--- src/shared/ucg_defines.svh ---
// Offsets, field positions, reset values and sizes for the serial port configuration block
`ifndef UCG_DEFINES_SVH
`define UCG_DEFINES_SVH
`define UCG_ADDR_W            8
`define UCG_DATA_W            8
`define UCG_OFS_ACTIVATE      8'h30
`define UCG_OFS_CONFIG        8'hF0
`define UCG_RST_ACTIVATE      8'h00
`define UCG_RST_CONFIG        8'h00
`define UCG_BIT_ACTIVATE      0
`define UCG_BIT_CLOCK_SOURCE_SELECT       0
`define UCG_BIT_POWER         1
`define UCG_BIT_POLARITY      2
`define UCG_HOST_CFG_MASK     8'h01
`define UCG_EC_CFG_MASK       8'h07
`define UCG_RT_REGS           8
`endif

--- src/shared/ucg_pkg.sv ---
// Types shared by the serial port configuration block
package ucg_pkg;
  // Power states of the clock gating table
  typedef enum logic [1:0] {
    UCG_DISABLED  = 2'b00,
    UCG_NORMAL    = 2'b01,
    UCG_PREP      = 2'b10,
    UCG_SLEEPING  = 2'b11
  } ucg_state_e;
endpackage

--- src/shared/ucg_rt_if.sv ---
// Interface between the top and the runtime register bank
`timescale 1ns/1ps
`default_nettype none
interface ucg_rt_if;
  logic       we;     // Write strobe
  logic [2:0] addr;   // Runtime register index
  logic [7:0] wdata;  // Write data
  logic [7:0] rdata;  // Registered read data
  logic       rst_n;  // Selected domain reset, active low
  modport top (output we, output addr, output wdata, output rst_n, input rdata);
  modport bank (input we, input addr, input wdata, input rst_n, output rdata);
endinterface
`default_nettype wire

--- src/verilog/ucg_sync2.sv ---
// Two flip-flop synchroniser for a single level
`timescale 1ns/1ps
`default_nettype none
module ucg_sync2 #(
  parameter logic RST_VAL = 1'b0  // Level shown while in reset, the idle level of the input
) (
  // Clock and reset
  input  wire logic i_clock,
  input  wire logic i_nrst,
  // Level in and out
  input  wire logic i_d,
  output var  logic o_q
);
  logic meta_r;  // First stage, read only by second stage

  // Two stage capture
  always_ff @(posedge i_clock or negedge i_nrst) begin
    if (!i_nrst) begin
      meta_r <= RST_VAL;
      o_q    <= RST_VAL;
    end else begin
      meta_r <= i_d;
      o_q    <= meta_r;
    end
  end
endmodule
`default_nettype wire

--- src/verilog/ucg_rt_bank.sv ---
// Eight-byte runtime register bank with registered read
`timescale 1ns/1ps
`default_nettype none
module ucg_rt_bank #(
  parameter int DEPTH = 8
) (
  // Clock
  input  wire logic i_clock,
  // Register access
  ucg_rt_if.bank    rt
);
  logic [7:0] mem_r [DEPTH];  // Storage

  // Elaboration check: the index is three bits wide
  if (DEPTH != 8) begin : g_bad_depth
    $error("ucg_rt_bank: DEPTH must be 8");
  end

  // Write and registered read, cleared by the selected domain reset
  always_ff @(posedge i_clock or negedge rt.rst_n) begin
    if (!rt.rst_n) begin
      for (int i = 0; i < DEPTH; i++) mem_r[i] <= 8'h00;
      rt.rdata <= 8'h00;
    end else begin
      if (rt.we) mem_r[rt.addr] <= rt.wdata;
      rt.rdata <= mem_r[rt.addr];
    end
  end
endmodule
`default_nettype wire

--- src/verilog/ucg_top.sv ---
// Serial port activation, configuration, power plane and clock request control
// Timing: configuration and read data are registered, one cycle after
// the request. Pin and sleep inputs pass two flip-flops first, so the
// power state follows the sleep input two cycles late. Activity inputs
// are taken to be on the core clock and feed the idle flag directly.
// The runtime bank keeps its contents across sleep; only the resets
// chosen by the power bit clear it.
`timescale 1ns/1ps
`default_nettype none
`include "ucg_defines.svh"
module ucg_top
  import ucg_pkg::*;
(
  // Clock and system reset
  input  wire logic       i_clock,
  input  wire logic       i_nrst,
  // Host side reset from outside, active low
  input  wire logic       i_host_side_reset_n,
  // Host configuration port
  input  wire logic       i_host_we,
  input  wire logic [7:0] i_host_addr,
  input  wire logic [7:0] i_host_wdata,
  output logic      [7:0] o_host_rdata,
  // Controller configuration port
  input  wire logic       i_ec_we,
  input  wire logic [7:0] i_ec_addr,
  input  wire logic [7:0] i_ec_wdata,
  output logic      [7:0] o_ec_rdata,
  // Runtime register access, index 0 to 7
  input  wire logic       i_rt_we,
  input  wire logic [2:0] i_rt_addr,
  input  wire logic [7:0] i_rt_wdata,
  output logic      [7:0] o_rt_rdata,
  // Clock sources
  input  wire logic       i_ring_osc_clk,
  input  wire logic       i_ext_clk,
  output logic            o_uart_clk,
  // Activity from the serial data path
  input  wire logic       i_tx_active,
  input  wire logic       i_rx_active,
  input  wire logic       i_timeout_active,
  // Sleep handshake
  input  wire logic       i_sleep,
  output logic            o_clock_required,
  output logic            o_idle,
  output logic      [1:0] o_power_state,
  // Block enable towards the data path
  output logic            o_port_enable,
  // Serial line, core side and pins
  input  wire logic       i_core_tx,
  output logic            o_core_rx,
  output logic            o_tx_pin,
  output logic            o_tx_pin_oe_n,
  input  wire logic       i_rx_pin
);
  // Configuration state
  logic       activate_r;     // Activate bit
  logic [2:0] config_r;       // Polarity, power, clock source
  // Synchronised inputs
  logic       host_rst_s;     // Host reset, synchronised, active low
  logic       sleep_s;        // Sleep request, synchronised
  logic       rx_pin_s;       // Receive pin, synchronised
  // Decoded controls
  wire        clock_source_select    = config_r[`UCG_BIT_CLOCK_SOURCE_SELECT];
  wire        power_main = config_r[`UCG_BIT_POWER];
  wire        polarity   = config_r[`UCG_BIT_POLARITY];
  ucg_state_e state;          // Current table state

  // Elaboration check: read path pads the implemented bits to one byte
  if (`UCG_DATA_W != 8) begin : g_bad_data_w
    $error("ucg_top: configuration data must be one byte");
  end

  // Offset match, shared by both configuration ports
  function automatic logic ofs_hit(
    input logic [7:0] addr,    // Offset presented
    input logic [7:0] ofs      // Offset of the register
  );
    ofs_hit = (addr == ofs);
  endfunction

  // Read value of an offset; reserved bits and unmapped offsets read zero
  function automatic logic [7:0] cfg_read(
    input logic [7:0] addr,    // Offset presented
    input logic       act,     // Activate bit
    input logic [2:0] cfg      // Configuration bits
  );
    logic [7:0] val;           // Assembled byte
    val = 8'h00;
    if (addr == `UCG_OFS_ACTIVATE) begin
      // Activate sits alone in bit zero
      val = {7'h00, act};
    end else if (addr == `UCG_OFS_CONFIG) begin
      // Polarity, power and clock source in the low bits
      val = {5'h00, cfg};
    end
    cfg_read = val;
  endfunction

  // Line sense, shared by the transmit and receive directions
  function automatic logic line_sense(
    input logic level,         // Level before inversion
    input logic invert         // Polarity bit
  );
    line_sense = level ^ invert;
  endfunction

  ucg_rt_if rt ();

  // Host reset synchroniser
  ucg_sync2 u_sync_rst (
    .i_clock (i_clock),
    .i_nrst  (i_nrst),
    .i_d     (i_host_side_reset_n),
    .o_q     (host_rst_s)
  );

  // Sleep input synchroniser
  ucg_sync2 u_sync_sleep (
    .i_clock (i_clock),
    .i_nrst  (i_nrst),
    .i_d     (i_sleep),
    .o_q     (sleep_s)
  );

  // Receive pin synchroniser; resets to the idle line level so that
  // the data path sees no false start bit after reset
  ucg_sync2 #(
    .RST_VAL (1'b1)
  ) u_sync_rx (
    .i_clock (i_clock),
    .i_nrst  (i_nrst),
    .i_d     (i_rx_pin),
    .o_q     (rx_pin_s)
  );

  // Address decode for both configuration ports
  wire host_act_hit = ofs_hit(i_host_addr, `UCG_OFS_ACTIVATE);  // Host at activate
  wire host_cfg_hit = ofs_hit(i_host_addr, `UCG_OFS_CONFIG);    // Host at configuration
  wire ec_act_hit   = ofs_hit(i_ec_addr, `UCG_OFS_ACTIVATE);    // Controller at activate
  wire ec_cfg_hit   = ofs_hit(i_ec_addr, `UCG_OFS_CONFIG);      // Controller at configuration

  // Writable bit masks, trimmed to the three implemented bits
  wire [2:0] host_mask = 3'(`UCG_HOST_CFG_MASK);  // Host: clock source only
  wire [2:0] ec_mask   = 3'(`UCG_EC_CFG_MASK);    // Controller: all three bits

  // Host may only write clock source; controller writes all three bits.
  // Bits the host may not touch keep their value, so a host write never
  // moves the power plane or the line polarity behind the controller.
  wire [2:0] host_cfg_nxt = (config_r & ~host_mask) |
                            (i_host_wdata[2:0] & host_mask);
  wire [2:0] ec_cfg_nxt   = i_ec_wdata[2:0] & ec_mask;

  // Configuration registers, system reset; controller wins a collision.
  // Both registers live on the standby plane, so only the system reset
  // clears them; the host side reset never does.
  always_ff @(posedge i_clock or negedge i_nrst) begin
    if (!i_nrst) begin
      activate_r <= 1'(`UCG_RST_ACTIVATE);
      config_r   <= 3'(`UCG_RST_CONFIG);
    end else begin
      if (i_ec_we && ec_act_hit) begin
        activate_r <= i_ec_wdata[`UCG_BIT_ACTIVATE];
      end else if (i_host_we && host_act_hit) begin
        activate_r <= i_host_wdata[`UCG_BIT_ACTIVATE];
      end
      if (i_ec_we && ec_cfg_hit) begin
        config_r <= ec_cfg_nxt;
      end else if (i_host_we && host_cfg_hit) begin
        config_r <= host_cfg_nxt;
      end
    end
  end

  // Read data, registered; unmapped offsets read zero, reserved bits zero
  always_ff @(posedge i_clock or negedge i_nrst) begin
    if (!i_nrst) begin
      o_host_rdata <= 8'h00;
      o_ec_rdata   <= 8'h00;
    end else begin
      // Each port reads at its own offset every cycle
      o_host_rdata <= cfg_read(i_host_addr, activate_r, config_r);
      o_ec_rdata   <= cfg_read(i_ec_addr, activate_r, config_r);
    end
  end

  // Port enable follows activate
  assign o_port_enable = activate_r;

  // Host reset is honoured only on the main plane
  wire host_rst_act = power_main && !host_rst_s;

  // Runtime bank reset: system reset always, host reset on main plane.
  // The host term comes from a flip-flop and the power bit from a
  // register, so the derived reset changes only just after a clock edge.
  // Writes are dropped while the port is inactive.
  assign rt.rst_n = i_nrst && !host_rst_act;
  assign rt.we    = i_rt_we && activate_r;
  assign rt.addr  = i_rt_addr;
  assign rt.wdata = i_rt_wdata;
  assign o_rt_rdata = rt.rdata;

  // Runtime register bank, contents held across sleep
  ucg_rt_bank #(
    .DEPTH (`UCG_RT_REGS)
  ) u_bank (
    .i_clock (i_clock),
    .rt      (rt)
  );

  // Working clock select, gated off while inactive.
  // The two sources are unrelated, so switching the select while the
  // port runs can give a short pulse; change the source only while
  // activate is clear, when the gate holds the output low.
  wire clk_mux = clock_source_select ? i_ext_clk : i_ring_osc_clk;
  assign o_uart_clk = clk_mux & activate_r;

  // Line polarity and pin drive
  logic tx_pin_r;   // Registered transmit level
  logic tx_oe_n_r;  // Registered transmit enable, low drives
  wire  tx_level  = line_sense(i_core_tx, polarity);
  wire  pin_float = host_rst_act || !activate_r;

  // Pin drive register; enable is low while driving, high while the
  // pin floats for a host reset on the main plane or while inactive
  always_ff @(posedge i_clock or negedge i_nrst) begin
    if (!i_nrst) begin
      tx_pin_r  <= 1'b1;
      tx_oe_n_r <= 1'b1;
      o_core_rx <= 1'b1;
    end else begin
      tx_pin_r  <= tx_level;
      tx_oe_n_r <= pin_float;
      o_core_rx <= line_sense(rx_pin_s, polarity);
    end
  end
  assign o_tx_pin      = tx_pin_r;
  assign o_tx_pin_oe_n = tx_oe_n_r;

  // Idle detection from all three activity sources.
  // Activity comes from the data path on this clock, so it is used as
  // it stands; any one source busy makes the block not idle.
  assign o_idle = !(i_tx_active || i_rx_active || i_timeout_active);

  // Power state from the gating table.
  // Priority: inactive first, then the synchronised sleep request,
  // then the idle flag; every path assigns the state.
  always_comb begin
    if (!activate_r) begin
      state = UCG_DISABLED;
    end else if (!sleep_s) begin
      state = UCG_NORMAL;
    end else if (!o_idle) begin
      state = UCG_PREP;
    end else begin
      state = UCG_SLEEPING;
    end
  end
  assign o_power_state = state;

  // Clock request output per state.
  // Preparing to sleep keeps the core clock so pending work completes.
  always_comb begin
    case (state)
      UCG_DISABLED: o_clock_required = 1'b0;
      UCG_NORMAL:   o_clock_required = !o_idle;
      UCG_PREP:     o_clock_required = 1'b1;
      UCG_SLEEPING: o_clock_required = 1'b0;
      default:      o_clock_required = 1'b0;
    endcase
  end
endmodule
`default_nettype wire

--- config.mk ---
export PLATFORM = sky130hd
export DESIGN_NAME = ucg_top
export DESIGN_NICKNAME = d
export VERILOG_FILES = /design/src/shared/ucg_pkg.sv /design/src/shared/ucg_rt_if.sv /design/src/verilog/ucg_sync2.sv /design/src/verilog/ucg_rt_bank.sv /design/src/verilog/ucg_top.sv
export VERILOG_INCLUDE_DIRS = /design/src /design/src/shared
export SDC_FILE = /design/constraint.sdc
export NUM_CORES = 1
export LEC_CHECK = 0
export BUFFER_PORTS_ARGS = -buffer_cell sky130_fd_sc_hd__buf_2
export CAP_MARGIN = 20
export CORE_MARGIN = 2
export CORE_UTILIZATION = 49
export DETAILED_ROUTE_END_ITERATION = 16
export HOLD_SLACK_MARGIN = 0.06
export PLACE_DENSITY_LB_ADDON = 0.2
export RECOVER_POWER = 100
export SYNTH_ARGS = -nofsm -noshare
export SYNTH_HDL_FRONTEND = slang
export SYNTH_SLANG_ARGS = --single-unit
--- constraint.sdc ---
create_clock -name i_clock -period 2.55 [get_ports i_clock]
set_input_delay 0.1275 -clock i_clock [delete_from_list [all_inputs] [get_ports i_clock]]
set_output_delay 0.1275 -clock i_clock [all_outputs]
set_load 0.01 [all_outputs]
# --- Yosys cells after proc, flatten, opt, wreduce, memory -nomap -nowiden ---
# Cells that the tools add are included.
op_classes:
  order_cmp: 2
  n_eq_ne: 7
  n_mux: 19
  bitwise_logic: 5
  reduce_logical: 19
ops:
  columns: ["operator", "count"]
  rows:
  - ["$bwmux W64", 1]
  - ["$mux W8", 4]
  - ["$bmux W8 S3", 1]
  - ["$demux W8 S3", 1]
  - ["$eq A8 B6 Y1 const B", 2]
  - ["$eq A8 B8 Y1 const B", 2]
  - ["$mux W3", 5]
  - ["$logic_and A1 B1 Y1", 8]
  - ["$eq A2 B2 Y1 const B", 2]
  - ["$ge A4 B4 Y1 const B", 1]
  - ["$logic_not A1 Y1", 4]
  - ["$lt A4 B1 Y1 const B", 1]
  - ["$mux W1", 4]
  - ["$mux W2", 2]
  - ["$not A3 Y4", 1]
  - ["$reduce_bool A2 Y1", 2]
  - ["$logic_or A1 B1 Y1", 3]
  - ["$or A3 B1 Y3", 1]
  - ["$pmux W1 S3", 1]
  - ["$eq A2 B1 Y1 const B", 1]
  - ["$logic_not A2 Y1", 1]
  - ["$reduce_or A2 Y1", 1]
  - ["$xor A1 B1 Y1", 2]
  - ["$and A1 B1 Y1", 1]
word_totals:
  ff_bits: 101
  elab_cells: 74

# --- Depth between registers and ports, before layout ---
# Gate-level depths: netlist (run 1).
logic_depth:
  word_depth: 8
  mapped_depth: 6
  ltp_nobuf: 4

# --- Hierarchy ---
# A second synthesis (run 1) with hierarchy kept.
unflattened:
  cells_unflattened: 300
  hier_area_um2: 4160.2
modules_own_cells:
  columns: ["mod", "instances", "cells_per_inst", "area_each_um2"]
  rows:
  - ["ucg_rt_bank", 1, 224, 3289.4]
  - ["ucg_top", 1, 70, 718.2]
  - ["ucg_sync2 at u_sync_rst ...", 2, 2, 50.0]
  - ["ucg_sync2 at u_sync_rx", 1, 2, 52.6]

# --- Worst setup path before layout (run 1) ---
# No wires, ideal clock.
synth_timing:
  kind: "register to register"
  start: "register activate_r (netlist: o_port_enable)"
  end: "register u_bank.mem_r[48] in the netlist's numbering"
  setup_ps: 128
  arrival_time_ps: 1466
  t_required_ps: 2422
  slack_ps: 956
  path_stages_with_launch: 6
  n_path_buf: 2
  synth_period_minus_slack_ps: 1594
  cell_sequence: "dfrtp_1 -> buf_2 -> nand3_2 -> or3_1 -> buf_2 -> mux2_1"
synth_between:
  elab_chain_len: 1
synth_rtl:
  columns: ["element", "line", "rtl"]
  rows:
  - ["start: declaration", "ucg_top.sv:57", "logic activate_r;"]
  - ["start signal: assignment", "ucg_top.sv:159", "activate_r <= 1'(`UCG_RST_ACTIVATE);"]
  - ["start signal: assignment", "ucg_top.sv:163", "activate_r <= i_ec_wdata[`UCG_BIT_ACTIVATE];"]
  - ["start signal: assignment", "ucg_top.sv:165", "activate_r <= i_host_wdata[`UCG_BIT_ACTIVATE];"]
  - ["$logic_and A1 B1 Y1", "ucg_top.sv:198", "assign rt.we = i_rt_we && activate_r;"]
  - ["end signal: indexed assignment", "ucg_rt_bank.sv:25", "if (rt.we) mem_r[rt.addr] <= rt.wdata;"]
  - ["end: declaration", "ucg_rt_bank.sv:12", "logic [7:0] mem_r [DEPTH];"]
# Every way passes these cells.
# A chain may end at the register's enable or synchronous reset.

# --- Worst setup path in the final report (run 1) ---
layout_timing:
  start: "register activate_r (netlist: o_port_enable)"
  end: "register u_bank.mem_r[8] in the netlist's numbering"
# The elaborated chain is that of the path after synthesis.

==> results_dict.tcl, run 1 <==
set metrics [dict create \
    synthDistinctLibCells 48 \
    switchingPower_mw 0.747 \
    finalSetupTns_ns 0 \
    synth_flop_cell "dfrtp_1" \
    fmax_mhz 467 \
    multi_input_area_mm2 0.00159 \
    gr-total-overflow 0 \
    wl_um 8520 \
    via_per_inst 5.40 \
    switching_share_pct 24.5 \
    powerDensity_mw_per_mm2 650 \
    grt_antenna_before_repair 0 \
    num_vias 2662 \
    rsz0062_at_grt "false" \
    port_buffers 67 \
    slew_headroom_pct 31.3 \
    status "completed" \
    clk_path_buf_depth 2 \
    finalClockSkew_ns 0.00767 \
    arrival_ns 2.37 \
    start_kind "flip-flop" \
    dr.pass1.iters 4 \
    final_layout_size_suffix_gt1_share_pct 34.3 \
    n_antenna_cell 0 \
    max_stage_delay_ns 0.82 \
    gp_congestion 0.799 \
    crit_slowest_cell "nor2_1" \
    grt_max_degree 29 \
    yosysTopAreaCellShare_pct 53.1 \
    p_int_mw 2.31 \
    insertion_delay_ns 0.35 \
    ys_ff_latch 91 \
    nets 440 \
    setup_viol 0 \
    syn-instance-count 302 \
    max-vdd-ir-drop_mv 0.390 \
    fin_crit_ns 2.14 \
    ys_seq_area_share_pct 56.4 \
    postRouteAntennaNets 0 \
    rows 33 \
    htree_levels 3 \
    cpLargestDelayFamily "simple AND/OR/NAND/NOR gates" \
    seq_area_mm2 0.00228 \
    wl_per_cell_um 17.3 \
    dr.max_layer_used "met4" \
    nFillCells 719 \
    drt_iter0_markers 106 \
    synth_edf_count 0 \
    core_mm2 0.00813 \
    netlist_area_mm2 0.00405 \
    seqPwrFrac_pct 53.7 \
    min_period_over_period_pct 84.0 \
    hold_class "in2reg" \
    worst-path-buf-inv 0 \
    cts_tree "built" \
    drv_slew 0 \
    endpoint_kind "flip-flop" \
    cts.sinks 91 \
    postCtsSetupBuffers 0 \
    cp_cell_sequence "nand3_1, nor2_1, mux2_2" \
    die_height_um 94.9 \
    synthArstFlopShare_pct 100 \
    met2_wirelength_um 4110 \
    r2r-start "o_port_enable" \
    synthTopCellsByArea "dfrtp_1 (53%), mux2_2 (15%), mux2_1 (4.4%), dfstp_2 (3.2%), mux2i_1 (2.7%)" \
    stdcell_area_mm2 0.00469 \
    grt_pass1_wl_um 13900 \
    drt-met1-wl_um 3820 \
    synth.largest_area_cell "dfrtp_1" \
    tightest_slew_ns 1.03 \
    hold_start "i_ec_addr[6]" \
    required_ns 2.78 \
    grt_use_total_pct 20.7 \
    dieWidth_um 94.9 \
    drcViolationCount 0 \
    area_growth_pct 15.8 \
    first_global_vias 2779 \
    numCtsBuffers 9 \
    synth.avg_cell_area_um2 13.4 \
    ys_warn_count 0 \
    clk_pin_slew_ns 0.09 \
    placed_cell_area_mm2 0.00450 \
    final-hold-violation-count 0 \
    critical_path_class "reg2reg" \
    io_pins 90 \
    power_frac_comb_pct 11.8 \
    initial_core_util_pct 49.8 \
    power.share.clock_pct 34.4 \
    fp.dieArea_mm2 0.00901 \
    drv_cap 0 \
    cts-root-buf "clkbuf_8" \
    crit_path_start "o_port_enable" \
    worstPathMaxFanout 11 \
    mostFrequentLayoutCell "dfrtp_1" \
    p_leak_nw 2.29 \
    layout_common_cells "dfrtp_1 (86), mux2_2 (55), buf_2 (42)" \
    hpwl_um 5820 \
    met3_length_um 417 \
]
[worst min-delay path: stages]
cell and delay (ns):
buf_2 0.11, nand3_1 0.07, a21boi_0 0.07
[cells by family (layout without fill, tap and decap cells)]
kind of cell	after synthesis	count (layout)	synth area share [%]
other	1	10	0.0926
buffers and inverters	26	103	3.61
AO/OA/AOI/OAI	31	31	6.02
flip-flops	91	91	56.4
XOR/XNOR	2	2	0.432
AND/OR/NAND/NOR	65	65	9.17
multiplexers	86	86	24.3
[per-layer routing]
layer | GRT usage, % | vias up
met5 | 0 | -
met2 | 32.2 | 70
met3 | 5.27 | 13
li1 | - | 1231
met4 | 7.49 | 0
met1 | 28.3 | 1348
[layout make-up]
cell class,instances,share of cell area (%)
Sequential cell,91,48.7
Multi-Input combinational cell,194,33.9
Timing Repair Buffer,81,9.60
Tap cell,105,2.80
Clock buffer,9,2.64
Clock inverter,7,1.95
Inverter,6,0.480
[through the flow]
| stage | setup slack [ns] | power [mW] | instances | hold slack, ns | utilization, % |
|---|---|---|---|---|---|
| after global routing | 0.282 | 3.20 | 493 | 0.0632 | 57.7 |
| after global placement | 0.631 | 2.02 | 469 | 0.0879 | 55.3 |
| after detailed placement | 0.643 | 2.04 | 469 | 0.0942 | 55.3 |
| final | 0.408 | 3.05 | 493 | 0.0775 | 57.7 |
| after CTS | 0.634 | 3.10 | 493 | 0.0612 | 58.9 |
| after floorplan | 0.956 | 1.90 | 311 | -0.168 | - |
[registers in the layout, summed over array words and instances (netlist names), 3 cells and up]
signal	flops
u_bank.mem_r	64
u_bank.rt.rdata	8
config_r	3
o_ec_rdata	3
o_host_rdata	3
[synth_stat cells, types with 2 or more instances]
library cell,count
dfrtp_1,86
mux2_2,55
mux2_1,16
nand2_1,16
nor2_1,15
mux2i_1,11
buf_4,10
buf_2,9
a22oi_1,6
nor2_2,6
and2_1,5
dfstp_2,5
a221oi_1,4
nand3_1,4
or3_1,4
inv_1,3
inv_2,3
nor2b_1,3
a21boi_0,2
a21oi_1,2
a311oi_1,2
and2_2,2
mux2_4,2
mux4_2,2
nand3_2,2
o221ai_1,2
o22ai_1,2
or4_4,2
xor2_1,2
[power by group through the flow]
stage	combinational (mW)	sequential, mW	clock (mW)
global placement	0.360	1.66	0
detailed placement	0.370	1.67	0
floorplan	0.245	1.66	0
finish	0.362	1.64	1.05
CTS	0.381	1.64	1.08
global route	0.403	1.66	1.15
[repair_timing]
item                      in CTS  in global routing
resized for setup              0                  0
hold buffers                   8                  0
hold endpoints to repair      27                  0
[worst paths after layout]
check	endpoint	slack [ns]	depth (start not counted)
max reg2reg	u_bank.mem_r[8]	0.41	3
max	u_bank.mem_r[8]	0.41	3
min reg2reg	u_sync_sleep.o_q	0.36	0
min	o_ec_rdata[0]	0.08	3
min in group asynchronous	u_bank.mem_r[48]	0.46	2
max in group asynchronous	u_bank.mem_r[3]	0.72	4
Note: power is estimated with default switching activity, not from simulation.
==> inputs of run 2 (changes only) <==
--- a/config.mk
+++ b/config.mk
@@ -9,7 +9,7 @@
 export BUFFER_PORTS_ARGS = -buffer_cell sky130_fd_sc_hd__buf_2
 export CAP_MARGIN = 20
 export CORE_MARGIN = 2
-export CORE_UTILIZATION = 49
+export CORE_UTILIZATION = 54
 export DETAILED_ROUTE_END_ITERATION = 16
 export HOLD_SLACK_MARGIN = 0.06
 export PLACE_DENSITY_LB_ADDON = 0.2
==> constraint.sdc (replaced) <==
create_clock -name i_clock -period 2.2 [get_ports i_clock]
set_input_delay 0.11 -clock i_clock [delete_from_list [all_inputs] [get_ports i_clock]]
set_output_delay 0.11 -clock i_clock [all_outputs]
set_load 0.01 [all_outputs]
==> results_dict.tcl, run 2 (synthesis gave the netlist of run 1 again) <==
set metrics [dict create \
    status "completed" \
    max_stage_delay_ns 0.57 \
    tightest_slew_ns 1.17 \
    first_global_vias 2868 \
    largest_reg_flops 64 \
    rsz0062_at_grt "false" \
    grt_max_degree 28 \
    place_ws_ns 0.321 \
    final_layout_size_suffix_gt1_share_pct 34.2 \
    rrSetupSlack_ns 0.26 \
    grt_antenna_before_repair 0 \
    via_per_inst 5.40 \
    postRouteAntennaNets 0 \
    mostFrequentLayoutCell "dfrtp_1" \
    nets 459 \
    htree_levels 3 \
    die_height_um 90.6 \
    cts_tree "built" \
    grt_use_total_pct 21.9 \
    whs_endpoint "u_bank.mem_r[55]" \
    finalClockSkew_ns 0.0118 \
    layout_common_cells "dfrtp_1 (86), mux2_2 (55), buf_2 (43)" \
    wl_um 8260 \
    r2r-start "o_port_enable" \
    hold_class "in2reg" \
    nFillCells 588 \
    required_ns 2.45 \
    gr-total-overflow 0 \
    hpwl_um 5850 \
    drcViolationCount 0 \
    drv_slew 0 \
    fmax_mhz 515 \
    grt_pass1_wl_um 13800 \
    insertion_delay_ns 0.37 \
    drt_iter0_markers 102 \
    hold_start "i_rt_wdata[7]" \
    cts-root-buf "clkbuf_8" \
    core_mm2 0.00725 \
    powerDensity_mw_per_mm2 764 \
    arrival_ns 2.19 \
    finalSetupTns_ns 0 \
    clk_path_buf_depth 2 \
    wl_per_cell_um 16.3 \
    hold_depth 2 \
    n_antenna_cell 0 \
    port_buffers 67 \
    area_growth_pct 20.1 \
    fin_crit_ns 1.94 \
    max-vdd-ir-drop_mv 0.470 \
    worstPathMaxFanout 11 \
    regMostFlops "u_bank.mem_r" \
    setup_viol 0 \
    dieWidth_um 90.6 \
    dr.pass1.iters 4 \
    crit_slowest_cell "dfrtp_1" \
    fp.dieArea_mm2 0.00821 \
    gp_congestion 0.798 \
    start_kind "flip-flop" \
    reg.largest.list "u_bank.mem_r x64, u_bank.rt.rdata x8" \
    numCtsBuffers 9 \
    rows 31 \
    initial_core_util_pct 55.9 \
    layout_setup_ws_ns 0.259 \
    cts.sinks 91 \
    r2r_end "u_bank.mem_r[24]" \
    cp_cell_sequence "nand3_1, nor2_1, clkbuf_2, mux2_2" \
    min_period_over_period_pct 88.2 \
    slew_headroom_pct 22.0 \
    drv_cap 0 \
    endpoint_kind "flip-flop" \
    num_vias 2734 \
    io_pins 90 \
    final-hold-violation-count 0 \
    critical_path_class "reg2reg" \
    reg2regPathDepth 4 \
    clk_pin_slew_ns 0.08 \
    p_leak_nw 2.38 \
    postCtsSetupBuffers 0 \
]
-- run 2: cell types whose count changed in the layout (fill, tap and decap cells not counted), sizes merged --
cell / delta
clkbuf: +7
clkinv: -2
dlygate4sd3: +8
buf: +5
bufinv: +1
-- run 2: metrics by stage --
step | hold WS, ns | std cells | util (%) | total power, mW | cell area (µm²)
finish | 0.0726 | 506 | 67.1 | 3.72 | 4860
CTS | 0.0638 | 506 | 68.7 | 3.77 | 4980
global route | 0.0699 | 506 | 67.1 | 3.88 | 4860
floorplan | -0.186 | 311 | - | 2.21 | 4090
global placement | 0.0949 | 474 | 63.1 | 2.35 | 4570
detailed placement | 0.0888 | 474 | 63.1 | 2.37 | 4570
-- run 2: how the worst max path moves through the flow --
stage | slack (ns) | start | depth (start not counted) | endpoint
final | 0.26 | o_port_enable | 4 | u_bank.mem_r[24]
after global routing | 0.13 | o_port_enable | 4 | u_bank.mem_r[33]
after CTS | 0.31 | o_port_enable | 3 | u_bank.mem_r[57]
after detailed placement | 0.32 | o_port_enable | 3 | u_bank.mem_r[57]
after global placement | 0.35 | o_port_enable | 3 | u_bank.mem_r[52]
after floorplan | 0.61 | o_port_enable | 5 | u_bank.mem_r[48]
-- run 2: final cells by class --
type	instances	area [µm²]	area share, %
multi-input cells	194	1600	32.8
inverters	6	22.5	0.463
clock buffers	10	138	2.83
clock inverters	6	111	2.29
repair buffers	100	589	12.1
well taps	99	124	2.55
flip-flops and latches	91	2280	46.9
-- run 2: report_power, final --
group          switching [mW]  internal (mW)  leakage [nW]  total (mW)
registers              0.0768           1.83          1.22        1.90
logic                   0.209          0.222          1.03       0.431
clock network           0.594          0.787         0.123        1.38
total                   0.880           2.84          2.38        3.72
-- run 2: repair_timing --
item | CTS | global route
hold buffers | 16 | 0
resized for setup | 0 | 0
endpoints found under the hold margin | 60 | 0
-- run 2: per-layer routing --
metal  vias up  wire (µm)  GRT usage, %
met5         -          0             0
met4         0        142          7.69
met3        14        450          6.09
met2        84       3990          35.6
met1      1368       3670          28.3
li1       1268          -             -
-- run 2: worst max-delay path, delay by kind of cell (launching register included) --
family	cells	cell delay, ns
flops	1	0.57
mux	1	0.36
buf+inv	1	0.30
simple gates	2	0.60
